[config.mk]
export PLATFORM = sky130hd
export DESIGN_NAME = phy_strap_power_mode_control
export DESIGN_NICKNAME = d
export VERILOG_FILES = /design/src/include/phy_strap_pkg.sv /design/src/rtl/tri_level_resolver.sv /design/src/rtl/phy_strap_power_mode_control.sv
export VERILOG_INCLUDE_DIRS = /design/src /design/src/include
export SDC_FILE = /design/constraint.sdc
export NUM_CORES = 1
export LEC_CHECK = 0
export ABC_AREA = 1
export BUFFER_PORTS_ARGS = -buffer_cell sky130_fd_sc_hd__buf_2
export CORE_MARGIN = 2
export CORE_UTILIZATION = 42
export DETAILED_ROUTE_END_ITERATION = 12
export PLACE_DENSITY = 0.74
export RECOVER_POWER = 100
export SYNTH_ARGS = -nofsm -noshare
export SYNTH_HDL_FRONTEND = slang
export SYNTH_SLANG_ARGS = --single-unit
[constraint.sdc]
create_clock -name mclk_i -period 1.2 [get_ports mclk_i]
set_input_delay 0.36 -clock mclk_i [delete_from_list [all_inputs] [get_ports mclk_i]]
set_output_delay 0.36 -clock mclk_i [all_outputs]
set_load 0.005 [all_outputs]
[src/include/phy_strap_params.svh]
// constants for strap capture and power-mode control
`ifndef PHY_STRAP_PARAMS_SVH
`define PHY_STRAP_PARAMS_SVH

`define ADDR_BASIC_CTRL   5'h00
`define ADDR_PCS_CFG      5'h17
`define ADDR_LOOP_BYPASS  5'h18
`define ADDR_TEN_STATUS   5'h1b

`define BASIC_SW_PDN_BIT  11
`define BASIC_ISOLATE_BIT 10
`define PCS_REPEATER_BIT  12
`define PCS_REF_DIS_BIT   7
`define LB_CODER_BIT      14
`define LB_SCR_BIT        13
`define LB_ALIGN_BIT      12
`define TEN_SERIAL_BIT    9

`define PCS_REF_DIS_RST   1'b1
`define SW_PDN_RST        1'b0

`define SYS_CLK_HZ        100000000
`define REF_CLK_HZ        25000000
`define REF_HALF_CYCLES   (`SYS_CLK_HZ / `REF_CLK_HZ / 2)

`endif

[src/include/phy_strap_pkg.sv]
// types for strap capture and power-mode control
package phy_strap_pkg;

    typedef enum logic [1:0] {
        LVL_LOW  = 2'b00,
        LVL_MID  = 2'b01,
        LVL_HIGH = 2'b10
    } level_t;

    typedef enum logic [1:0] {
        PWR_ACTIVE    = 2'b00,
        PWR_LOW_START = 2'b01,
        PWR_PIN_DOWN  = 2'b10,
        PWR_SW_DOWN   = 2'b11
    } pwr_state_t;

endpackage

[src/rtl/tri_level_resolver.sv]
// resolves a three-level strap pin from two window comparators
`timescale 1ns/1ps
module tri_level_resolver (
    input  wire logic                  mclk_i,
    input  wire logic                  rstn_i,
    input  wire logic                  above_low_i,
    input  wire logic                  above_high_i,
    output phy_strap_pkg::level_t      level_o
);
    import phy_strap_pkg::*;

    logic [1:0] meta_q;
    logic [1:0] sync_q;
    level_t     level_q;

    always_ff @(posedge mclk_i or negedge rstn_i) begin
        if (!rstn_i) begin
            meta_q <= 2'h0;
            sync_q <= 2'h0;
        end else begin
            meta_q <= {above_high_i, above_low_i};
            sync_q <= meta_q;
        end
    end

    // an open pin sits between the two thresholds
    always_ff @(posedge mclk_i or negedge rstn_i) begin
        if (!rstn_i) begin
            level_q <= LVL_MID;
        end else if (sync_q[1]) begin
            level_q <= LVL_HIGH;
        end else if (!sync_q[0]) begin
            level_q <= LVL_LOW;
        end else begin
            level_q <= LVL_MID;
        end
    end

    assign level_o = level_q;

endmodule // tri_level_resolver

[src/rtl/phy_strap_power_mode_control.sv]
// strap capture, power modes, carrier sense and reference clock
`timescale 1ns/1ps
`include "phy_strap_params.svh"
module phy_strap_power_mode_control #(
    parameter int PHY_ADDRESS_STRAPS_W = 5
) (
    input  wire logic                    mclk_i,
    input  wire logic                    rstn_i,
    input  wire logic                    reset_pin_i,
    input  wire logic                    low_power_start_strap_n_i,
    input  wire logic                    power_down_pin_i,
    input  wire logic                    mdc_i,
    input  wire logic                    repeater_strap_i,
    input  wire logic                    serial_ten_strap_i,
    input  wire logic                    coder_bypass_strap_i,
    input  wire logic                    align_bypass_strap_i,
    input  wire logic                    scrambler_bypass_strap_i,
    input  wire logic                    isolate_default_strap_i,
    input  wire logic [PHY_ADDRESS_STRAPS_W-1:0]      phy_address_straps_i,
    input  wire logic                    clkmode_above_low_i,
    input  wire logic                    clkmode_above_high_i,
    input  wire logic [1:0]              autoneg_above_low_i,
    input  wire logic [1:0]              autoneg_above_high_i,
    input  wire logic                    basic_wr_i,
    input  wire logic [15:0]             basic_wdata_i,
    input  wire logic                    pcs_wr_i,
    input  wire logic [15:0]             pcs_wdata_i,
    input  wire logic                    loop_wr_i,
    input  wire logic [15:0]             loop_wdata_i,
    input  wire logic                    ten_wr_i,
    input  wire logic [15:0]             ten_wdata_i,
    input  wire logic                    an_done_i,
    input  wire logic                    an_speed100_i,
    input  wire logic                    an_full_duplex_i,
    input  wire logic                    rx_active_i,
    input  wire logic                    tx_active_i,
    output logic                         crs_o,
    output logic                         speed_ten_indicator_o,
    output logic                         speed_hundred_indicator_o,
    output logic                         full_duplex_o,
    output logic                         reference_clock_output_o,
    output logic                         tx_clk_is_output_o,
    output logic                         mii_isolate_o,
    output logic                         repeater_mode_o,
    output logic                         coder_bypass_o,
    output logic                         scrambler_bypass_o,
    output logic                         align_bypass_o,
    output logic                         serial_ten_o,
    output logic [PHY_ADDRESS_STRAPS_W-1:0]           phy_address_o,
    output logic                         autoneg_enable_o,
    output logic [3:0]                   autoneg_advertise_o,
    output logic                         core_enable_o,
    output phy_strap_pkg::pwr_state_t    power_state_o
);
    import phy_strap_pkg::*;

    localparam int NSYNC = 10 + PHY_ADDRESS_STRAPS_W;
    localparam logic [NSYNC-1:0] PIN_RST = {1'b1, {(NSYNC-1){1'b0}}};
    localparam logic [1:0] REF_LAST = 2'(`REF_HALF_CYCLES - 1);

    logic [NSYNC-1:0]   pin_raw;
    logic [NSYNC-1:0]   pin_meta_q;
    logic [NSYNC-1:0]   pin_sync_q;
    logic               rst_act;
    logic               lps_n_s;
    logic               pd_s;
    logic               mdc_s;
    logic               rst_last_q;
    logic               mdc_last_q;
    logic               rst_release;
    logic               mdc_toggle;
    level_t             lvl [3];
    logic [2:0]         tri_lo;
    logic [2:0]         tri_hi;
    level_t             clkmode_q;
    level_t             an1_q;
    level_t             an0_q;
    logic               lps_strap_q;
    logic               lps_q;
    logic               sw_pdn_q;
    logic               ref_dis_q;
    logic               force_fast_q;
    logic               force_fdx_q;
    pwr_state_t         pwr_d;
    pwr_state_t         pwr_q;
    logic               fast_sel;
    logic               slow_sel;
    logic               fdx;
    logic               ref_run;
    logic [1:0]         ref_cnt_q;

    // every pin passes two flops before any logic reads it
    assign pin_raw = {reset_pin_i, low_power_start_strap_n_i,
                      power_down_pin_i, mdc_i, repeater_strap_i,
                      serial_ten_strap_i, coder_bypass_strap_i,
                      align_bypass_strap_i, scrambler_bypass_strap_i,
                      isolate_default_strap_i, phy_address_straps_i};

    // power-up counts as reset, so the reset flop starts high
    always_ff @(posedge mclk_i or negedge rstn_i) begin
        if (!rstn_i) begin
            pin_meta_q <= PIN_RST;
            pin_sync_q <= PIN_RST;
        end else begin
            pin_meta_q <= pin_raw;
            pin_sync_q <= pin_meta_q;
        end
    end

    assign rst_act = pin_sync_q[NSYNC-1];
    assign lps_n_s = pin_sync_q[NSYNC-2];
    assign pd_s    = pin_sync_q[NSYNC-3];
    assign mdc_s   = pin_sync_q[NSYNC-4];

    always_ff @(posedge mclk_i or negedge rstn_i) begin
        if (!rstn_i) begin
            rst_last_q <= 1'b1;
            mdc_last_q <= 1'b0;
        end else begin
            rst_last_q <= rst_act;
            mdc_last_q <= mdc_s;
        end
    end

    assign rst_release = rst_last_q & ~rst_act;
    assign mdc_toggle  = mdc_s ^ mdc_last_q;

    assign tri_lo = {clkmode_above_low_i, autoneg_above_low_i};
    assign tri_hi = {clkmode_above_high_i, autoneg_above_high_i};

    // index 2 is the clock-mode strap, 1 and 0 the autoneg straps
    for (genvar g = 0; g < 3; g++) begin : g_tri
        tri_level_resolver u_res (
            .mclk_i       (mclk_i),
            .rstn_i       (rstn_i),
            .above_low_i  (tri_lo[g]),
            .above_high_i (tri_hi[g]),
            .level_o      (lvl[g])
        );
    end

    // straps follow the pins while reset is held, then freeze
    always_ff @(posedge mclk_i or negedge rstn_i) begin
        if (!rstn_i) begin
            clkmode_q   <= LVL_MID;
            an1_q       <= LVL_MID;
            an0_q       <= LVL_MID;
            lps_strap_q <= 1'b0;
            phy_address_o <= '0;
        end else if (rst_act) begin
            clkmode_q   <= lvl[2];
            an1_q       <= lvl[1];
            an0_q       <= lvl[0];
            lps_strap_q <= ~lps_n_s;
            phy_address_o <= pin_sync_q[PHY_ADDRESS_STRAPS_W-1:0];
        end
    end

    // software writes change the latched bits outside reset only
    always_ff @(posedge mclk_i or negedge rstn_i) begin
        if (!rstn_i) begin
            repeater_mode_o    <= 1'b0;
            serial_ten_o       <= 1'b0;
            coder_bypass_o     <= 1'b0;
            align_bypass_o     <= 1'b0;
            scrambler_bypass_o <= 1'b0;
            mii_isolate_o      <= 1'b0;
            sw_pdn_q           <= `SW_PDN_RST;
            ref_dis_q          <= `PCS_REF_DIS_RST;
        end else if (rst_act) begin
            repeater_mode_o    <= pin_sync_q[PHY_ADDRESS_STRAPS_W+5];
            serial_ten_o       <= pin_sync_q[PHY_ADDRESS_STRAPS_W+4];
            coder_bypass_o     <= pin_sync_q[PHY_ADDRESS_STRAPS_W+3];
            align_bypass_o     <= pin_sync_q[PHY_ADDRESS_STRAPS_W+2];
            scrambler_bypass_o <= pin_sync_q[PHY_ADDRESS_STRAPS_W+1];
            mii_isolate_o      <= pin_sync_q[PHY_ADDRESS_STRAPS_W];
            sw_pdn_q           <= `SW_PDN_RST;
            ref_dis_q          <= `PCS_REF_DIS_RST;
        end else begin
            if (basic_wr_i) begin
                sw_pdn_q      <= basic_wdata_i[`BASIC_SW_PDN_BIT];
                mii_isolate_o <= basic_wdata_i[`BASIC_ISOLATE_BIT];
            end
            if (pcs_wr_i) begin
                repeater_mode_o <= pcs_wdata_i[`PCS_REPEATER_BIT];
                ref_dis_q       <= pcs_wdata_i[`PCS_REF_DIS_BIT];
            end
            if (loop_wr_i) begin
                coder_bypass_o     <= loop_wdata_i[`LB_CODER_BIT];
                scrambler_bypass_o <= loop_wdata_i[`LB_SCR_BIT];
                align_bypass_o     <= loop_wdata_i[`LB_ALIGN_BIT];
            end
            if (ten_wr_i) begin
                serial_ten_o <= ten_wdata_i[`TEN_SERIAL_BIT];
            end
        end
    end

    // tri-level autoneg decode: mid on one side forces the mode
    always_ff @(posedge mclk_i or negedge rstn_i) begin
        if (!rstn_i) begin
            autoneg_enable_o    <= 1'b1;
            autoneg_advertise_o <= 4'hf;
            force_fast_q        <= 1'b0;
            force_fdx_q         <= 1'b0;
        end else if (an1_q == LVL_MID && an0_q == LVL_MID) begin
            autoneg_enable_o    <= 1'b1;
            autoneg_advertise_o <= 4'hf;
            force_fast_q        <= 1'b0;
            force_fdx_q         <= 1'b0;
        end else if (an1_q == LVL_MID || an0_q == LVL_MID) begin
            autoneg_enable_o    <= 1'b0;
            autoneg_advertise_o <= 4'h0;
            force_fast_q        <= (an1_q == LVL_MID);
            force_fdx_q         <= (an1_q == LVL_MID) ?
                                   (an0_q == LVL_HIGH) : (an1_q == LVL_HIGH);
        end else begin
            // advertise bits: 100 full, 100 half, 10 full, 10 half
            autoneg_enable_o    <= 1'b1;
            autoneg_advertise_o <= 4'h1 << {an1_q == LVL_HIGH,
                                            an0_q == LVL_HIGH};
            force_fast_q        <= (an1_q == LVL_HIGH);
            force_fdx_q         <= (an0_q == LVL_HIGH);
        end
    end

    // set on release wins over a same-cycle MDC toggle
    always_ff @(posedge mclk_i or negedge rstn_i) begin
        if (!rstn_i) begin
            lps_q <= 1'b0;
        end else if (rst_release && lps_strap_q) begin
            lps_q <= 1'b1;
        end else if (rst_act || mdc_toggle) begin
            lps_q <= 1'b0;
        end
    end

    // the pin mode draws least, so it takes priority
    always_comb begin
        if (pd_s) begin
            pwr_d = PWR_PIN_DOWN;
        end else if (lps_q) begin
            pwr_d = PWR_LOW_START;
        end else if (sw_pdn_q) begin
            pwr_d = PWR_SW_DOWN;
        end else begin
            pwr_d = PWR_ACTIVE;
        end
    end

    always_ff @(posedge mclk_i or negedge rstn_i) begin
        if (!rstn_i) begin
            pwr_q         <= PWR_ACTIVE;
            core_enable_o <= 1'b0;
        end else begin
            pwr_q <= pwr_d;
            case (pwr_q)
                PWR_ACTIVE: core_enable_o <= ~rst_act;
                default:    core_enable_o <= 1'b0;
            endcase
        end
    end

    assign power_state_o = pwr_q;

    assign fast_sel = autoneg_enable_o ? (an_done_i & an_speed100_i)
                                       : force_fast_q;
    assign slow_sel = autoneg_enable_o ? (an_done_i & ~an_speed100_i)
                                       : ~force_fast_q;
    assign fdx    = autoneg_enable_o ? (an_done_i & an_full_duplex_i)
                                     : force_fdx_q;

    always_ff @(posedge mclk_i or negedge rstn_i) begin
        if (!rstn_i) begin
            speed_ten_indicator_o     <= 1'b0;
            speed_hundred_indicator_o <= 1'b0;
            full_duplex_o             <= 1'b0;
            crs_o                     <= 1'b0;
        end else begin
            speed_ten_indicator_o     <= slow_sel;
            speed_hundred_indicator_o <= fast_sel;
            full_duplex_o             <= fdx;
            if (pwr_q != PWR_ACTIVE) begin
                crs_o <= 1'b0;
            end else if (repeater_mode_o || full_duplex_o) begin
                crs_o <= rx_active_i;
            end else begin
                crs_o <= rx_active_i | tx_active_i;
            end
        end
    end

    // reference output is stopped with the rest of the core
    assign ref_run = (pwr_q == PWR_ACTIVE) && !rst_act &&
                     ((clkmode_q == LVL_HIGH) || !ref_dis_q);

    always_ff @(posedge mclk_i or negedge rstn_i) begin
        if (!rstn_i) begin
            ref_cnt_q                <= 2'h0;
            reference_clock_output_o <= 1'b0;
            tx_clk_is_output_o       <= 1'b0;
        end else begin
            tx_clk_is_output_o <= (clkmode_q == LVL_LOW);
            if (!ref_run) begin
                ref_cnt_q                <= 2'h0;
                reference_clock_output_o <= 1'b0;
            end else if (ref_cnt_q == REF_LAST) begin
                ref_cnt_q                <= 2'h0;
                reference_clock_output_o <= ~reference_clock_output_o;
            end else begin
                ref_cnt_q <= ref_cnt_q + 2'h1;
            end
        end
    end

    property p_low_start_entry;
        @(posedge mclk_i) disable iff (!rstn_i)
        rst_release && lps_strap_q && !pd_s |-> ##2 pwr_q == PWR_LOW_START;
    endproperty
    a_low_start_entry: assert property (p_low_start_entry)
        else $error("low-power start not entered");

    property p_low_start_exit;
        @(posedge mclk_i) disable iff (!rstn_i)
        lps_q && !rst_release && (mdc_toggle || rst_act) |=> !lps_q;
    endproperty
    a_low_start_exit: assert property (p_low_start_exit)
        else $error("low-power start did not end");

    property p_pin_down;
        @(posedge mclk_i) disable iff (!rstn_i)
        pd_s |=> pwr_q == PWR_PIN_DOWN ##1 !core_enable_o;
    endproperty
    a_pin_down: assert property (p_pin_down)
        else $error("power-down pin ignored");

    property p_sw_down;
        @(posedge mclk_i) disable iff (!rstn_i)
        sw_pdn_q && !pd_s && !lps_q |=> pwr_q == PWR_SW_DOWN;
    endproperty
    a_sw_down: assert property (p_sw_down)
        else $error("software power-down ignored");

    property p_crs_rx_only;
        @(posedge mclk_i) disable iff (!rstn_i)
        pwr_q == PWR_ACTIVE && (repeater_mode_o || full_duplex_o)
        |=> crs_o == $past(rx_active_i);
    endproperty
    a_crs_rx_only: assert property (p_crs_rx_only)
        else $error("carrier sense not receive only");

    property p_crs_half;
        @(posedge mclk_i) disable iff (!rstn_i)
        pwr_q == PWR_ACTIVE && !repeater_mode_o && !full_duplex_o
        |=> crs_o == ($past(rx_active_i) || $past(tx_active_i));
    endproperty
    a_crs_half: assert property (p_crs_half)
        else $error("carrier sense misses transmit");

    property p_forced_speed;
        @(posedge mclk_i) disable iff (!rstn_i)
        !autoneg_enable_o |=> speed_hundred_indicator_o ==
        $past(force_fast_q) && speed_ten_indicator_o !=
        speed_hundred_indicator_o;
    endproperty
    a_forced_speed: assert property (p_forced_speed)
        else $error("speed indicator wrong");

    property p_strap_latch;
        @(posedge mclk_i) disable iff (!rstn_i)
        $fell(rst_act) |-> repeater_mode_o == $past(pin_sync_q[PHY_ADDRESS_STRAPS_W+5])
        && mii_isolate_o == $past(pin_sync_q[PHY_ADDRESS_STRAPS_W])
        && coder_bypass_o == $past(pin_sync_q[PHY_ADDRESS_STRAPS_W+3]);
    endproperty
    a_strap_latch: assert property (p_strap_latch)
        else $error("strap not latched at reset release");

    property p_tx_clk_dir;
        @(posedge mclk_i) disable iff (!rstn_i)
        !rst_act && !rst_last_q
        |-> tx_clk_is_output_o == (clkmode_q == LVL_LOW);
    endproperty
    a_tx_clk_dir: assert property (p_tx_clk_dir)
        else $error("transmit clock direction wrong");

    property p_ref_idle;
        @(posedge mclk_i) disable iff (!rstn_i)
        !ref_run [*2] |-> !reference_clock_output_o;
    endproperty
    a_ref_idle: assert property (p_ref_idle)
        else $error("reference output runs while disabled");

    property p_adv_all;
        @(posedge mclk_i) disable iff (!rstn_i)
        an1_q == LVL_MID && an0_q == LVL_MID
        |=> autoneg_enable_o && autoneg_advertise_o == 4'hf;
    endproperty
    a_adv_all: assert property (p_adv_all)
        else $error("advertise-all not selected");

    c_low_start: cover property (@(posedge mclk_i) disable iff (!rstn_i)
        pwr_q == PWR_LOW_START ##1 mdc_toggle);
    c_sw_down: cover property (@(posedge mclk_i) disable iff (!rstn_i)
        pwr_q == PWR_SW_DOWN);
    c_ref_clk: cover property (@(posedge mclk_i) disable iff (!rstn_i)
        $rose(reference_clock_output_o));
    c_crs_tx: cover property (@(posedge mclk_i) disable iff (!rstn_i)
        crs_o && !rx_active_i && !repeater_mode_o);

endmodule // phy_strap_power_mode_control

---- Word-level counts from Yosys, hierarchy flattened ----
Cells that the tools add are included.
cells by class
  add/sub/neg operators ................... 1
  equal/unequal tests ..................... 7
  shift-type cells ........................ 1
  muxes and demuxes ....................... 46
  bitwise operators ....................... 11
  reductions and logical operators ........ 18
operators with widths
  kind                                                  number
  2-to-1 mux 1 bit                                      36
  2-to-1 mux 2 bit                                      8
  nonzero test 2 bit                                    6
  2-to-1 mux 4 bit                                      2
  equality test 2 x 1 -> 1 bit (second input constant)  3
  equality test 2 bit (second input constant)           3
  inverter 1 bit                                        5
  bitwise AND 1 bit                                     4
  logical AND 1 bit                                     4
  zero test 2 bit                                       2
  logical OR 1 bit                                      4
  left shift 1 x 2 -> 4 bit (first input constant)      1
  adder 2 x 1 -> 2 bit (second input constant)          1
  zero test 1 bit                                       2
  != test 2 x 1 -> 1 bit (second input constant)        1
  OR 1 bit                                              1
  bitwise XOR 1 bit                                     1
word-level totals
  flip-flop bits (word level) ............. 89
  bits of input ports ..................... 96
  output and inout port bits .............. 25
  word-level logic and storage cells ...... 124

---- Depth between registers and ports, before layout ----
  word-level depth ........................ 4
  mapped depth ............................ 8
  mapped depth without buffers ............ 8

---- Cells and area by module ----
A second synthesis with hierarchy kept.
unflattened totals
  cells, all modules ...................... 234
  area total of the unflattened synthesis .. 2949.1 µm²
by module, submodules not included
  module                        instances  cells each  area each (µm²)  seq. area each (µm²)
  phy_strap_power_mode_control  1          210         2464.9           1791.7
  tri_level_resolver            3          8           161.4            151.4

---- Least setup slack after synthesis ----
OpenSTA, ideal clock, no wires.
  kind .................................... reg-to-reg
  start point ............................. reg an0_q[0]
  end point ............................... reg force_fdx_q
  setup time .............................. 0.115 ns
  arrival ................................. 1.169 ns
  data required time ...................... 1.085 ns
  setup slack ............................. -0.085 ns
  stages on the path, launching flop included .. 9
  path buffers ............................ 0
  period minus slack after synthesis ...... 1.285 ns
  cells stage by stage .................... dfstp_2 inv_1 nor2_1 inv_1 ha_1 inv_1 nand2_1 nor2_1 nor2_1
between the ends
  longest elaborated chain between the ends .. 4
  elaborated cells on any way between the ends .. 7
  classes of those cells .................. eq/ne: 2; mux: 3; reduce/logical: 2
RTL lines
  element                                                              RTL line                                                                  text
  from (decl)                                                          phy_strap_power_mode_control.sv:77                                        level_t an0_q;
  from (signal assigned)                                               phy_strap_power_mode_control.sv:153                                       an0_q <= lvl[0];
  equality test 2 bit or equality test 2 x 1 -> 1 bit (tied branches)  -
  2-to-1 mux 1 bit or logical OR 1 bit (tied branches)                 phy_strap_power_mode_control.sv:215, phy_strap_power_mode_control.sv:211
  2-to-1 mux 1 bit                                                     phy_strap_power_mode_control.sv:211                                       end else if (an1_q == LVL_MID || an0_q == LVL_MID) begin
  2-to-1 mux 1 bit (*)                                                 phy_strap_power_mode_control.sv:206                                       end else if (an1_q == LVL_MID && an0_q == LVL_MID) begin
  to (signal assigned)                                                 phy_strap_power_mode_control.sv:215                                       force_fdx_q <= (an1_q == LVL_MID) ?
  to (signal assigned)                                                 phy_strap_power_mode_control.sv:223                                       force_fdx_q <= (an0_q == LVL_HIGH);
  to (decl)                                                            phy_strap_power_mode_control.sv:83                                        logic force_fdx_q;
Mark *: on every way between the ends. The rest lies on a longest branch, timed or not.
A chain may end at the register's enable or synchronous reset.

---- Worst setup path in the final report ----
  start point ............................. reg autoneg_enable_o
  end point ............................... out autoneg_enable_o
RTL lines
  element                 RTL line                             text
  from (decl)             phy_strap_power_mode_control.sv:50   output logic autoneg_enable_o,
  from (signal assigned)  phy_strap_power_mode_control.sv:202  autoneg_enable_o <= 1'b1;
  from (signal assigned)  phy_strap_power_mode_control.sv:207  autoneg_enable_o <= 1'b1;
  from (signal assigned)  phy_strap_power_mode_control.sv:212  autoneg_enable_o <= 1'b0;
No word-level cell between the ends.

==> results.md <==
* Sequential area share after synthesis at 0.769
* VDD IR-drop max at 0.860 mV
* CTS H-Tree Depth at 3
* RSZ-0062 raised after global routing: yes
* I/O Buffers at 64
* Setup TNS at -737 ps
* Clk root buf: clkbuf_8
* GRT Overall Usage at 0.131
* # rows at 30
* Top Family by Delay on Critical Path: flip-flops
* Worst min path class: primary input to flop
* Clock latency on the worst-skew pair at 330 ps
* Max stage delay on crit path at 530 ps
* Final Setup Violations at 16
* Final Cell Area at 3750 µm²
* Vias per cell at 4.39
* Max_slew headroom at 0.634
* Slew Limit Fails at 0
* Final Critical Period at 1330 ps
* Type of destination of the critical path: output pin
* Layout Cells excl Fill at 417
* Largest net degree at the start of global routing at 37
* Failing checks: setup timing
* Area post-placement at 3410 µm²
* Die height at 87.4 µm
* Period utilization at 1.11
* Critical Path Start Type: flop
* Syn nets at 337
* Layout cell share with drive strength beyond 1 at 0.392
* Clk sinks at 89
* Core area at 6760 µm²
* WS Path Type: flop to output pin
* Post-DP HPWL at 3.06 mm
* CTS tree: done
* Arrival @ worst endpoint at 970 ps
* CP required at 840 ps
* CTS clock-pin slew for the worst setup and hold paths at 80 ps
* Worst setup margin at -126 ps
* Hold Worst Slack at 114 ps
* Total Wirelength at 4.59 mm
* Synth Instances at 237
* Crit Path Max Fanout at 2
* Die Width at 87.4 µm
* Cells along the critical path: buf_2
* Post-synthesis register bit count at 89
* CTS Buf Count at 9
* Fmax at 0.754 GHz
* GR Overflow Total at 0
* First DRT Iteration DRCs at 29
* I/O Pins at 121
* Crit path max-delay cell type: dfstp_2
* ANT cells at 0
* Routed WL per cell at 11.0 µm
* Final #Nets at 432
* RePlAce Congestion at 0.818
* Clock skew at 7.20 ps
* Netlist cell types at 19
* First-pass GRT wire length at 7.60 mm
* Pwr/cell area at 1520 nW/µm²
* Pre-antenna DRT Iters at 4
* Layout area overhead at 28.3%
* Status: finished, violations left
* Die Area at 7640 µm²
* Synth Cell Area at 2920 µm²
* Total number of vias at 1832
* Number of global-route vias before repair at 1769
* Antenna viol nets, final at 0
* Synthesis Warnings at 0
* Final Hold Fails at 0
* Static Leak at 1.90 nW
* Worst path bufs/invs at 1
* Most frequent cells in the layout: dfrtp_1 (74), buf_2 (61), nand2_1 (56)
* Max-cap viol count at 0
* Initial core utilization at 0.432
* Final core occ at 0.555
* Commonest non-fill, non-tap cell in the layout: dfrtp_1
* Pre-CTS WS at -28.9 ps
* DRC at 0
* Post-Place Cells at 384
* Longest Clk Path Bufs at 2
* Initial antenna violation count at 0
* Pwr Total at 5.68 mW
* Avg Synthesized Cell Area at 12.3 µm²
* Slew @ Worst Pin at 548 ps
routing by layer:
layer,vias to the layer above,global-route usage,part of all wire
li1,923,-,-
met1,855,0.156,0.43
met2,47,0.215,0.50
met3,7,0.0417,0.054
met4,0,0.0629,0.016
met5,-,0,0
logic make-up after synthesis:
| kind of cell | Yosys count | share of synthesized area |
|---|---|---|
| compound gates | 19 | 0.0338 |
| simple gates | 99 | 0.141 |
| flops | 89 | 0.769 |
| fa+ha+maj | 4 | 0.0171 |
| buf+inv | 26 | 0.0394 |
what timing repair did:
item	4_1_cts	5_1_grt
pin swaps	2	4
gates resized for setup	6	9
setup endpoints to repair	26	31
setup buffers	9	7
hold buffers	1	0
hold endpoints to repair	12	0
worst paths after layout:
check                      slack (ps)                      from  depth (start not counted)                  endpoint
min                               110               reset_pin_i                          1            pin_meta_q[14]
max reg2reg                       -30                  an0_q[0]                          8               force_fdx_q
max in group asynchronous          30                    rstn_i                          3                  an0_q[0]
max                              -130          autoneg_enable_o                          1          autoneg_enable_o
min reg2reg                       350  g_tri[0].u_res.meta_q[0]                          0  g_tri[0].u_res.sync_q[0]
min in group asynchronous         540                    rstn_i                          2             core_enable_o
where the power goes:
part           leakage (nW)  total [mW]  switching, mW  internal, mW
clock network        0.0922        1.80          0.990         0.812
logic                 0.767       0.567          0.286         0.282
registers              1.04        3.32         0.0835          3.23
total                  1.90        5.68           1.36          4.32
Yosys cell counts, drive strengths merged:
cell / instances / area share
o21bai: 1 / 0.0026
ha: 4 / 0.017
buf: 4 / 0.011
nor3: 1 / 0.0056
dfrtp: 74 / 0.63
nand3: 14 / 0.024
dfstp: 15 / 0.13
nor2: 22 / 0.028
nand2: 59 / 0.077
or2: 2 / 0.0043
inv: 22 / 0.028
nand4: 1 / 0.0021
o21ai: 13 / 0.022
a21oi: 4 / 0.0069
o22ai: 1 / 0.0021
cell type report:
| class | instances | area [µm²] |
|---|---|---|
| Clock buffer | 10 | 138 |
| Inverter | 22 | 82.6 |
| Fill cell | 578 | 3010 |
| Multi-Input combinational cell | 122 | 604 |
| Timing Repair Buffer | 88 | 534 |
| Sequential cell | 89 | 2250 |
| Tap cell | 80 | 100 |
| Clock inverter | 6 | 43.8 |
registers in the layout, summed over array words and instances (netlist names), 2 cells and up:
register             flops
an1_q                    2
phy_address_o            5
autoneg_advertise_o      4
g_tri.u_res.level_o      6
pin_sync_q              15
ref_cnt_q                2
an0_q                    2
pin_meta_q              15
clkmode_q                2
g_tri.u_res.meta_q       6
power_state_o            2
g_tri.u_res.sync_q       6
Note: power is estimated with default switching activity, not from simulation.
